**src/logic/dpr_pkg.sv**
```systemverilog
// Constants and types shared by the serial-bus wiper target.
// Assumes a single system clock; the bus lines arrive as raw pins.
//
// Summary of operation
// - Any Start resets the interface state machine
// - Released acknowledge slot on read ends the read
// - Recovery leaves wipers and pointer untouched
// - After Stop, ignore bus until next Start
// - General call accepts increment, decrement, write
// - Invalid command: release line, wait for Start
// - Pointer survives Start/Stop, resets to zero
package dpr_pkg;

   // Own target address on the bus (value chosen for this block)
   localparam logic [6:0] DPR_DEV_ADDR = 7'h2E;
   // General call address
   localparam logic [6:0] DPR_GC_ADDR = 7'h00;
   // Wiper reset value is mid-scale, full scale is the top step
   localparam logic [8:0] DPR_WIPER_RESET = 9'h080;
   localparam logic [8:0] DPR_WIPER_FULL = 9'h100;
   localparam logic [8:0] DPR_WIPER_ZERO = 9'h000;
   // Memory address pointer after reset
   localparam logic [3:0] DPR_PTR_RESET = 4'h0;
   // Highest valid memory address (volatile wipers 0 and 1)
   localparam logic [3:0] DPR_PTR_MAX = 4'h1;
   // Data bits in one byte, counted before the acknowledge slot
   localparam logic [3:0] DPR_BYTE_BITS = 4'h8;
   // Command byte field positions
   localparam int DPR_CMD_ADDR_LSB = 4;
   localparam int DPR_CMD_OP_LSB = 2;
   localparam int DPR_CMD_D8_POS = 0;

   // Command operation codes
   typedef enum logic [1:0] {
      DPR_OP_WRITE = 2'b00,
      DPR_OP_INC = 2'b01,
      DPR_OP_DEC = 2'b10,
      DPR_OP_READ = 2'b11
   } dpr_op_t;

   // Interface state machine
   typedef enum logic [3:0] {
      DPR_ST_IDLE,
      DPR_ST_ADDR,
      DPR_ST_CMD,
      DPR_ST_DATA,
      DPR_ST_ACK,
      DPR_ST_RD,
      DPR_ST_RD_ACK,
      DPR_ST_IGNORE
   } dpr_state_t;

endpackage

```
**src/logic/dpr_line_sync.sv**
```systemverilog
// Bus line synchroniser and condition detector.
// Assumes the clock line and data line are asynchronous pins.
module dpr_line_sync (
   // Clock and reset
   input wire logic clk_sys,
   input wire logic resetn,
   // Raw bus pins
   input wire logic scl_i,
   input wire logic sda_i,
   // Detected events, one cycle each
   output logic scl_rise,
   output logic scl_fall,
   output logic start_det,
   output logic stop_det,
   // Synchronised data level
   output logic sda_s
);

   // Three stages per line: two to synchronise, one to find edges
   typedef struct packed {
      logic [1:0] s1;
      logic [1:0] s2;
      logic [1:0] s3;
   } dpr_sync_t;

   dpr_sync_t sync_q, sync_d;
   logic [1:0] pins;

   assign pins = {scl_i, sda_i};

   // First stage only feeds the second stage
   always_comb begin
      sync_d = sync_q;
      sync_d.s1 = pins;
      sync_d.s2 = sync_q.s1;
      sync_d.s3 = sync_q.s2;
   end

   // Lines idle high, so reset to high to avoid false edges
   always_ff @(posedge clk_sys) begin
      if (!resetn) begin
         sync_q <= '1;
      end else begin
         sync_q <= sync_d;
      end
   end

   // Edges: bit 1 is the clock line, bit 0 the data line
   assign scl_rise = sync_q.s2[1] & ~sync_q.s3[1];
   assign scl_fall = ~sync_q.s2[1] & sync_q.s3[1];
   // Data moving while clock stays high marks Start or Stop
   assign start_det = sync_q.s2[1] & sync_q.s3[1] & ~sync_q.s2[0] & sync_q.s3[0];
   assign stop_det = sync_q.s2[1] & sync_q.s3[1] & sync_q.s2[0] & ~sync_q.s3[0];
   assign sda_s = sync_q.s2[0];

endmodule

```
**src/logic/dpr_target.sv**
```systemverilog
// Serial-bus target that holds two volatile wiper settings.
// Assumes open-drain bus lines pulled up outside; the bus clock is
// oversampled on clk_sys, which must run well above the bus rate.
module dpr_target (
   // Clock and reset
   input wire logic clk_sys,
   input wire logic resetn,
   // Bus clock line, input only
   input wire logic scl_i,
   // Bus data line, open drain
   input wire logic sda_i,
   output logic sda_o,
   output logic sda_oe_n,
   // Wiper settings
   output logic [8:0] wiper0,
   output logic [8:0] wiper1
);

   // Complete state of the target
   typedef struct packed {
      dpr_pkg::dpr_state_t st;    // Interface state
      dpr_pkg::dpr_state_t after; // State after acknowledge slot
      logic [3:0] cnt;            // Bits seen in current byte
      logic [7:0] sh;             // Receive shift register
      logic gc;                   // Frame uses general call
      logic [3:0] ptr;            // Memory address pointer
      dpr_pkg::dpr_op_t op;       // Pending operation
      logic d8;                   // Top data bit from command
      logic apply;                // Operation runs at ack end
      logic rd_lo;                // Read is on low byte
      logic [1:0][8:0] wip;       // Wiper settings
      logic oe_n;                 // Low while pulling data low
   } dpr_target_t;

   dpr_target_t q, d;
   logic scl_rise, scl_fall, start_det, stop_det, sda_s;

   // Bus synchroniser and condition detection
   dpr_line_sync u_sync (
      .clk_sys(clk_sys),
      .resetn(resetn),
      .scl_i(scl_i),
      .sda_i(sda_i),
      .scl_rise(scl_rise),
      .scl_fall(scl_fall),
      .start_det(start_det),
      .stop_det(stop_det),
      .sda_s(sda_s)
   );

   // Byte to send on a read: high byte carries only bit 8
   function automatic logic [7:0] rd_byte(input logic [8:0] w, input logic lo);
      rd_byte = lo ? w[7:0] : {7'h00, w[8]};
   endfunction

   // Saturating step of one wiper
   function automatic logic [8:0] step(input logic [8:0] w, input dpr_pkg::dpr_op_t op);
      // Reserved settings above full scale are left as they are
      step = w;
      if (op == dpr_pkg::DPR_OP_INC && w < dpr_pkg::DPR_WIPER_FULL) begin
         step = w + 9'h001;
      end else if (op == dpr_pkg::DPR_OP_DEC && w > dpr_pkg::DPR_WIPER_ZERO
                   && w <= dpr_pkg::DPR_WIPER_FULL) begin
         step = w - 9'h001;
      end
   endfunction

   // Next-state logic for the whole target
   always_comb begin
      logic [7:0] byte_in;
      logic valid;
      logic [7:0] rd_cur; // Byte being sent now
      logic [7:0] rd_nxt; // Byte sent after the master acks
      byte_in = {q.sh[6:0], sda_s};
      valid = 1'b0;
      // Read bytes kept as locals so that single bits can be picked
      rd_cur = rd_byte(q.wip[q.ptr[0]], q.rd_lo);
      rd_nxt = rd_byte(q.wip[q.ptr[0]], ~q.rd_lo);
      d = q;
      if (start_det) begin
         // Start always restarts the frame; wipers, pointer kept
         d.st = dpr_pkg::DPR_ST_ADDR;
         d.cnt = 4'h0;
         d.apply = 1'b0;
         d.oe_n = 1'b1;
      end else if (stop_det) begin
         // Stop returns to idle, nothing pending survives
         d.st = dpr_pkg::DPR_ST_IDLE;
         d.apply = 1'b0;
         d.oe_n = 1'b1;
      end else begin
         case (q.st)
            // Byte receive states share shifting and counting
            dpr_pkg::DPR_ST_ADDR, dpr_pkg::DPR_ST_CMD, dpr_pkg::DPR_ST_DATA: begin
               // Sample on the rising clock, finish the byte on the next fall
               if (scl_rise) begin
                  d.sh = byte_in;
                  d.cnt = q.cnt + 4'h1;
               end else if (scl_fall && q.cnt == dpr_pkg::DPR_BYTE_BITS) begin
                  d.st = dpr_pkg::DPR_ST_ACK;
                  d.cnt = 4'h0;
                  if (q.st == dpr_pkg::DPR_ST_ADDR) begin
                     // General call takes no reads
                     d.gc = (q.sh[7:1] == dpr_pkg::DPR_GC_ADDR);
                     valid = (q.sh[7:1] == dpr_pkg::DPR_DEV_ADDR) || (d.gc && !q.sh[0]);
                     d.after = q.sh[0] ? dpr_pkg::DPR_ST_RD : dpr_pkg::DPR_ST_CMD;
                     d.rd_lo = 1'b0;
                  end else if (q.st == dpr_pkg::DPR_ST_CMD) begin
                     d.ptr = q.sh[dpr_pkg::DPR_CMD_ADDR_LSB +: 4];
                     d.op = dpr_pkg::dpr_op_t'(q.sh[dpr_pkg::DPR_CMD_OP_LSB +: 2]);
                     d.d8 = q.sh[dpr_pkg::DPR_CMD_D8_POS];
                     // Only wiper addresses; reads not via general call
                     valid = (d.ptr <= dpr_pkg::DPR_PTR_MAX)
                             && !(q.gc && d.op == dpr_pkg::DPR_OP_READ);
                     d.apply = (d.op == dpr_pkg::DPR_OP_INC) || (d.op == dpr_pkg::DPR_OP_DEC);
                     d.after = (d.op == dpr_pkg::DPR_OP_WRITE) ? dpr_pkg::DPR_ST_DATA
                                                               : dpr_pkg::DPR_ST_CMD;
                  end else begin
                     // Data byte completes a write at the end of its ack
                     valid = 1'b1;
                     d.apply = 1'b1;
                     d.after = dpr_pkg::DPR_ST_CMD;
                  end
                  if (valid) begin
                     d.oe_n = 1'b0;
                  end else begin
                     // Unknown address or command: drop off the bus
                     d.st = dpr_pkg::DPR_ST_IGNORE;
                     d.apply = 1'b0;
                  end
               end
            end
            // Acknowledge slot; the update lands when it closes, so
            // a Stop during the slot cancels any pending write
            dpr_pkg::DPR_ST_ACK: begin
               if (scl_fall) begin
                  d.st = q.after;
                  d.oe_n = 1'b1;
                  d.apply = 1'b0;
                  if (q.apply) begin
                     if (q.op == dpr_pkg::DPR_OP_WRITE) begin
                        d.wip[q.ptr[0]] = {q.d8, q.sh};
                     end else begin
                        d.wip[q.ptr[0]] = step(q.wip[q.ptr[0]], q.op);
                     end
                  end
                  if (q.after == dpr_pkg::DPR_ST_RD) begin
                     // Present first read bit straight away; a one leaves
                     // the line released, a zero pulls it low
                     d.oe_n = rd_cur[7];
                  end
               end
            end
            // Shift out a read byte, one bit per clock low phase
            dpr_pkg::DPR_ST_RD: begin
               if (scl_rise) begin
                  d.cnt = q.cnt + 4'h1;
               end else if (scl_fall) begin
                  if (q.cnt == dpr_pkg::DPR_BYTE_BITS) begin
                     d.oe_n = 1'b1;
                     d.st = dpr_pkg::DPR_ST_RD_ACK;
                  end else begin
                     // Next bit, MSB first; cnt counts the rises already seen
                     d.oe_n = rd_cur[3'h7 - q.cnt[2:0]];
                  end
               end
            end
            // Master's slot: a released line means no more data
            dpr_pkg::DPR_ST_RD_ACK: begin
               if (scl_rise && sda_s) begin
                  d.st = dpr_pkg::DPR_ST_IGNORE;
               end else if (scl_fall) begin
                  d.st = dpr_pkg::DPR_ST_RD;
                  d.cnt = 4'h0;
                  // Master acked: alternate to the other byte of the wiper
                  d.rd_lo = ~q.rd_lo;
                  d.oe_n = rd_nxt[7];
               end
            end
            // Idle and ignore wait only for a Start
            dpr_pkg::DPR_ST_IDLE, dpr_pkg::DPR_ST_IGNORE: begin
               // Shift register and count are stale here; Start clears the count only
               d.oe_n = 1'b1;
            end
            default: begin
               // Unused encodings fall back to idle with the line released
               d.st = dpr_pkg::DPR_ST_IDLE;
               d.oe_n = 1'b1;
            end
         endcase
      end
   end

   // State register; power-on reset is the only wiper/pointer reset
   always_ff @(posedge clk_sys) begin
      if (!resetn) begin
         q.st <= dpr_pkg::DPR_ST_IDLE;
         q.after <= dpr_pkg::DPR_ST_IDLE;
         q.cnt <= 4'h0;
         q.sh <= 8'h00;
         q.gc <= 1'b0;
         q.ptr <= dpr_pkg::DPR_PTR_RESET;
         q.op <= dpr_pkg::DPR_OP_WRITE;
         q.d8 <= 1'b0;
         q.apply <= 1'b0;
         q.rd_lo <= 1'b0;
         // Both wipers restart at mid-scale
         q.wip <= {dpr_pkg::DPR_WIPER_RESET, dpr_pkg::DPR_WIPER_RESET};
         q.oe_n <= 1'b1;
      end else begin
         q <= d;
      end
   end

   // Outputs straight from the state register
   // Open drain: the pin is only ever pulled low, so the level is fixed
   assign sda_o = 1'b0;
   assign sda_oe_n = q.oe_n;
   assign wiper0 = q.wip[0];
   assign wiper1 = q.wip[1];

endmodule

```
**config.mk**
```make
export PLATFORM = sky130hd
export DESIGN_NAME = dpr_target
export DESIGN_NICKNAME = d
export VERILOG_FILES = /design/src/logic/dpr_pkg.sv /design/src/logic/dpr_line_sync.sv /design/src/logic/dpr_target.sv
export SDC_FILE = /design/constraint.sdc
export NUM_CORES = 1
export LEC_CHECK = 0
export ABC_AREA = 1
export BUFFER_PORTS_ARGS = -buffer_cell sky130_fd_sc_hd__buf_4
export CORE_MARGIN = 4
export CORE_UTILIZATION = 65
export CTS_CLUSTER_DIAMETER = 30
export DETAILED_ROUTE_END_ITERATION = 10
export GPL_TIMING_DRIVEN = 0
export PLACE_DENSITY = 0.85
export REMOVE_ABC_BUFFERS = 1
export SKIP_LAST_GASP = 1
export SLEW_MARGIN = 20
export SYNTH_ARGS = -nofsm -noshare
export SYNTH_HDL_FRONTEND = slang
export SYNTH_HIERARCHICAL = 1
export SYNTH_SLANG_ARGS = --single-unit
```
**constraint.sdc**
```tcl
create_clock -name clk_sys -period 4 [get_ports clk_sys]
set_input_delay 1.2 -clock clk_sys [delete_from_list [all_inputs] [get_ports clk_sys]]
set_output_delay 1.2 -clock clk_sys [all_outputs]
set_load 0.005 [all_outputs]
```
==> flow_metrics.tcl, run 1 <==
set metrics [dict create \
    status "complete, no violations" \
    post_drt_wl_per_cell_um 14.1 \
    via_per_inst 5.76 \
    placedCellCount 543 \
    max-vdd-ir-drop_mv 0.358 \
    holdBufCountCts 0 \
    leakage_uw 0.00147 \
    cts.sink_count 50 \
    die_w_um 78.0 \
    yosysTopAreaCell "dfxtp_1" \
    synth_area_mm2 0.00319 \
    critPathMaxStageDelay_ps 860 \
    worstSetupPathType "flip-flop to flip-flop" \
    ys_seq_area_share_pct 31.4 \
    clock_latency_ps 310 \
    slew_viol_final 0 \
    critPathMostFrequentCell "nand2_1" \
    n_antenna_cell 0 \
    critPathLaunchType "flip-flop" \
    clock_skew_ps 12.6 \
    synth.top_cell.area_share_pct 31.4 \
    core_area_mm2 0.00472 \
    maxCapViolations 0 \
    hpwl_um 5510 \
    grt_max_degree 31 \
    synthSimpleGateAreaFrac_pct 33.8 \
    grt_pass1_vias 2857 \
    synth-edff-count 0 \
    layout.nets 493 \
    synthXorXnorAreaFrac_pct 0.275 \
    worstPathRequired_ps 4180 \
    hp-class "flip-flop to flip-flop" \
    max_freq_mhz 350 \
    rsz0062_at_grt "no" \
    grt_pass1_wl_um 13000 \
    fillCellCount 419 \
    drt_iter0_markers 265 \
    p_per_area_mw_per_mm2 396 \
    initial_core_util_pct 67.5 \
    clkSlewWorstSetupHoldPaths_ps 100 \
    syn-instance-count 485 \
    crit_chain "inv_8 -> nand2_1 -> nand2_1 -> inv_1 -> ha_1 -> nand3_2 -> nor2_4 -> nand3_1 -> nand2_1 -> nand3_2 -> nand2_2 -> nand2_1 -> nand2_1 -> nand3_2 -> nand3_1 -> a21oi_1" \
    critPathArrivalTime_ps 3040 \
    synth.area.top_cells "dfxtp_1 31%, nand2_1 13%, a21oi_1 7.7%" \
    cts_root_buf "clkbuf_8" \
    drt-total-wl_um 7760 \
    synth_cell_types 39 \
    critical-path-slowest-cell "dfxtp_1" \
    ctsResizeCount 0 \
    htree_levels 2 \
    vias 3175 \
    setup-tns-final_ps 0 \
    grt_antenna_before_repair 0 \
    synth_top_family_by_area "simple AND/OR/NAND/NOR gates" \
    numCtsBuffers 5 \
    post-cts-setup-buffers 0 \
    die_area_mm2 0.00609 \
    crit_path_max_fanout 17 \
    ys_seq_elements 50 \
    postRouteAntennaNets 0 \
    overflow 0 \
    ctsLongestPathBuffers 2 \
    synth_mux_area_share_pct 0 \
    portBuffers 22 \
    globalRouteTotalUtil_pct 26.1 \
    period_needed_ps 2850 \
    stdcell_count 551 \
    ys.flop_type "dfxtp_1" \
    ios 24 \
    async_flop_share_pct 0 \
    die_h_um 78.0 \
    endpoint_kind "flip-flop" \
    firstDrtPassIters 5 \
    synth-adder-area-share_pct 2.35 \
    syn_avg_cell_area_um2 6.57 \
    place.gp.congestion 0.977 \
    synth_compound_area_share_pct 17.5 \
    drive_above_1_share_pct 12.0 \
    synth.yosys.warnings 6 \
    cts_tree "yes" \
    worst_pin_slew_ps 884 \
    fin_crit_sh_pct 71.4 \
    p_total_uw 1320 \
    drc 0 \
    area_growth_syn_to_layout_pct 4.79 \
    slew_headroom_pct 40.8 \
    rows 25 \
    final-setup-viol-count 0 \
    hold_violations 0 \
]
[logic make-up (layout without fill, tap and decap cells)]
kind of cell | Yosys count | after routing
fa+ha+maj | 6 | 6
other cells | 1 | 1
flops | 50 | 50
simple gates | 232 | 232
compound gates | 104 | 104
buf+inv | 91 | 90
xor+xnor | 1 | 1
[layout make-up]
cell class / instances / area [um^2] / share of cell area (%)
multi-input cells: 344 / 1720 / 51.5
flip-flops and latches: 50 / 1000 / 30.0
clock buffers: 5 / 68.8 / 2.06
repair buffers: 22 / 165 / 4.94
clock inverters: 3 / 68.8 / 2.06
well taps: 67 / 83.8 / 2.51
inverters: 60 / 233 / 6.97
[registers in the layout, indices dropped and copies added, names as in the netlist]
name	flops
q	25
sda_oe_n	1
u_sync/sync_q	2
wiper0	9
u_sync/sync_d	3
u_sync/sda_s	1
wiper1	9
[cells in the mapped netlist, types with 2 or more instances]
| cell | n |
|---|---|
| buf_2 | 3 |
| a211oi_1 | 2 |
| a21oi_1 | 49 |
| o211ai_1 | 3 |
| inv_1 | 57 |
| clkinv_1 | 2 |
| nor2_1 | 44 |
| o21ai_1 | 5 |
| nand4_1 | 4 |
| nand3_1 | 34 |
| a21oi_2 | 2 |
| nand3_2 | 9 |
| nor3_1 | 10 |
| or2_2 | 2 |
| nand2_4 | 3 |
| buf_4 | 20 |
| a31oi_1 | 2 |
| o21a_1 | 3 |
| o21ai_0 | 36 |
| buf_6 | 3 |
| nand2_2 | 7 |
| dfxtp_1 | 50 |
| nand2_1 | 111 |
| clkbuf_1 | 4 |
| ha_1 | 6 |
[final timing paths]
kind | from | endpoint | slack [ps] | depth (start not counted)
setup / recovery | q[24] | wiper0[2] | 1150 | 16
hold / removal | u_sync/sync_d[3] | u_sync/sync_d[1] | 420 | 2
setup reg to reg | q[24] | wiper0[2] | 1150 | 16
hold reg to reg | u_sync/sync_d[3] | u_sync/sync_d[1] | 420 | 2
[per-stage QoR]
stage / hold WS (ps) / worst slack [ps] / utilization (%) / cell area (um^2)
floorplan: 380 / 1750 / - / 2950
detailed placement: 397 / 1270 / 67.8 / 3200
global route: 444 / 916 / 70.7 / 3340
finish: 416 / 1150 / 70.7 / 3340
global placement: 386 / 1320 / 67.8 / 3200
CTS: 420 / 1240 / 70.7 / 3340
[cells in the final DEF (no fill, tap or decap), types with 2 or more instances in the layout]
cell type,synthesis,routed
nand4_1,4,4
a21oi_2,2,2
clkinv_1,2,2
nand3_1,34,34
nor3_1,10,10
bufinv_16,0,2
o21a_1,3,3
dfxtp_1,50,50
buf_4,20,22
a31oi_1,2,2
nor2_1,44,44
nand2_2,7,7
o211ai_1,3,3
nand2_1,111,111
nand3_2,9,9
a21oi_1,49,49
o21ai_0,36,36
o21ai_1,5,5
inv_1,57,57
clkbuf_8,0,5
or2_2,2,2
ha_1,6,6
a211oi_1,2,2
nand2_4,3,3
[where the power goes]
| part | switching, uW | internal [uW] |
|---|---|---|
| Combinational | 221 | 116 |
| Clock | 176 | 251 |
| Sequential | 29.3 | 530 |
| Total | 426 | 897 |
[per-layer routing]
metal / share of wire, % / global-route usage [%] / vias to the layer above
met3: 6.2 / 3.56 / 18
met2: 48 / 45.0 / 148
met5: 0 / 0 / -
met1: 44 / 32.8 / 1451
met4: 2.3 / 10.3 / 0
li1: - / - / 1558
[critical path: cells and delay by family, from the launching register on]
family | cells | cell delay, ps
AND/OR/NAND/NOR | 12 | 1340
flip-flops | 1 | 860
buffers and inverters | 2 | 260
AO/OA/AOI/OAI | 1 | 70
adder cells (fa/ha/maj) | 1 | 200
No activity file was read; power rests on OpenSTA's default activity.
==> inputs of run 2 (changes only) <==
Settings changed: CORE_UTILIZATION 65 to 55, PLACE_DENSITY 0.85 to 0.77.
Clock period 4 ns to 2.45 ns, I/O delays scaled along.
==> flow_metrics.tcl, run 2 (synthesized netlist as in run 1, its figures left out) <==
set metrics [dict create \
    period_needed_ps 2310 \
    utilization_pct 61.2 \
    p_sw_uw 714 \
    globalRouteTotalUtil_pct 22.8 \
    critPathMaxStageDelay_ps 480 \
    clkSlewWorstSetupHoldPaths_ps 100 \
    drc 0 \
    numCtsBuffers 5 \
    status "complete, no violations" \
    grt_pass1_wl_um 13500 \
    vias 3063 \
    worst_pin_slew_ps 716 \
    timing.rr.start "u_sync/sda_s" \
    drt-total-wl_um 7590 \
    firstDrtPassIters 5 \
    ios 24 \
    timing.rr.end "wiper1[6]" \
    die_h_um 84.1 \
    critPathLaunchType "flip-flop" \
    max-vdd-ir-drop_mv 0.468 \
    p_total_uw 2190 \
    use_met1_pct 30.5 \
    largest-register "q" \
    worstSetupPathType "flip-flop to flip-flop" \
    via_per_inst 5.47 \
    grt_max_degree 31 \
    post-place-ws_ps -323 \
    area_growth_syn_to_layout_pct 7.03 \
    die_w_um 84.1 \
    holdBufCountCts 0 \
    fin_crit_sh_pct 94.3 \
    max_freq_mhz 433 \
    critical-path-slowest-cell "nor2_2" \
    post_drt_wl_per_cell_um 13.5 \
    cts_tree "yes" \
    n_antenna_cell 0 \
    clock_latency_ps 310 \
    slew_headroom_pct 52.1 \
    power_frac_clock_pct 32.4 \
    hp-class "flip-flop to flip-flop" \
    p_per_area_mw_per_mm2 641 \
    placedCellCount 548 \
    r2r_slack_ps 140 \
    largest_register_ffs 25 \
    p_seq_share_pct 41.7 \
    maxCapViolations 0 \
    rows 27 \
    portBuffers 22 \
    drt_iter0_markers 257 \
    stdcell_count 560 \
    grt_pass1_vias 2893 \
    ff2ff_path_depth 10 \
    overflow 0 \
    crit_chain "inv_1 -> nand2_1 -> nor2_1 -> nor2_1 -> nand4_1 -> nor2_2 -> inv_1 -> a21oi_1 -> nand2_1 -> a21oi_1" \
    clock_skew_ps 9.98 \
    initial_core_util_pct 57.2 \
    mostFrequentLayoutCell "nand2_1" \
    cts_root_buf "clkbuf_8" \
    grt_util_met3_pct 3.73 \
    crit_family "simple AND/OR/NAND/NOR gates" \
    htree_levels 2 \
    worstPathRequired_ps 2680 \
    hold_violations 0 \
    slew_viol_final 0 \
    place.gp.congestion 0.944 \
    layout.nets 497 \
    drive_above_1_share_pct 13.9 \
    setup_ws_ps 141 \
    p_sw_share_pct 32.7 \
    grt_antenna_before_repair 0 \
    postRouteAntennaNets 0 \
    endpoint_kind "flip-flop" \
    setup-tns-final_ps 0 \
    core_area_mm2 0.00557 \
    crit_path_max_fanout 11 \
    internal-power_uw 1470 \
    cp_num_buf_inv 2 \
    ctsLongestPathBuffers 2 \
    cts.sink_count 50 \
    cp-startpoint "u_sync/sda_s" \
    grt_most_used_layer "met2" \
    critPathArrivalTime_ps 2540 \
    layout_common_cells "111 x nand2_1, 57 x inv_1, 49 x a21oi_1, 49 x dfxtp_1, 41 x nor2_1" \
    final-setup-viol-count 0 \
    grt.met2_usage_pct 37.8 \
    rsz0062_at_grt "yes" \
    hpwl_um 5520 \
    setup.worst_path.end "wiper1[6]" \
    leakage_uw 0.00149 \
    die_area_mm2 0.00708 \
    p_comb_share_pct 25.9 \
    cp.depth 10 \
]
==> run 2: worst min path at each step <==
stage / from / endpoint / slack [ps] / cells after the start
6_report: u_sync/sync_d[3] / u_sync/sync_d[1] / 410 / 2
5_1_grt: u_sync/sync_d[3] / u_sync/sync_d[1] / 440 / 2
4_1_cts: u_sync/sync_d[3] / u_sync/sync_d[1] / 420 / 2
3_5_place_dp: u_sync/sync_d[3] / u_sync/sync_d[1] / 390 / 2
3_3_place_gp: u_sync/sync_d[3] / u_sync/sync_d[1] / 380 / 2
2_1_floorplan: u_sync/sync_d[2] / u_sync/sda_s / 380 / 2
==> run 2: layout make-up <==
class                           count  area (um^2)
Tap cell                           72         90.1
Multi-Input combinational cell    345         1760
Clock inverter                      3         68.8
Fill cell                         539         2160
Inverter                           60          233
Timing Repair Buffer               25          188
Clock buffer                        5         68.8
Sequential cell                    50         1000
==> run 2: layer usage <==
metal	vias up	part of all wire [%]
met1	1395	45
met4	0	1.5
met3	11	4.9
met5	-	0
met2	89	48
li1	1568	-
==> run 2: stage by stage <==
| stage | cell area (um^2) | hold slack [ps] |
|---|---|---|
| floorplan | 2950 | 380 |
| global placement | 3210 | 384 |
| detailed placement | 3210 | 395 |
| CTS | 3360 | 418 |
| global route | 3410 | 438 |
| finish | 3410 | 412 |
==> run 2: timing repair <==
item,CTS,global route
setup endpoints to repair,18,27
setup buffers,0,3
pin swaps,0,1
resized for setup,4,7
cloned,0,1
==> run 2: worst reg2reg max path, stage by stage, from the launching register on <==
cell and delay, ps:
dfxtp_1 400, inv_1 70, nand2_1 60, nor2_1 70
nor2_1 240, nand4_1 200, nor2_2 480, inv_1 310
a21oi_1 190, nand2_1 70, a21oi_1 160
==> run 2: power by group through the flow <==
stage	Clock (uW)	Combinational [uW]	Sequential [uW]
2_1_floorplan	0	414	922
3_3_place_gp	0	526	929
3_5_place_dp	0	536	932
4_1_cts	719	541	912
5_1_grt	757	659	921
6_report	709	566	911
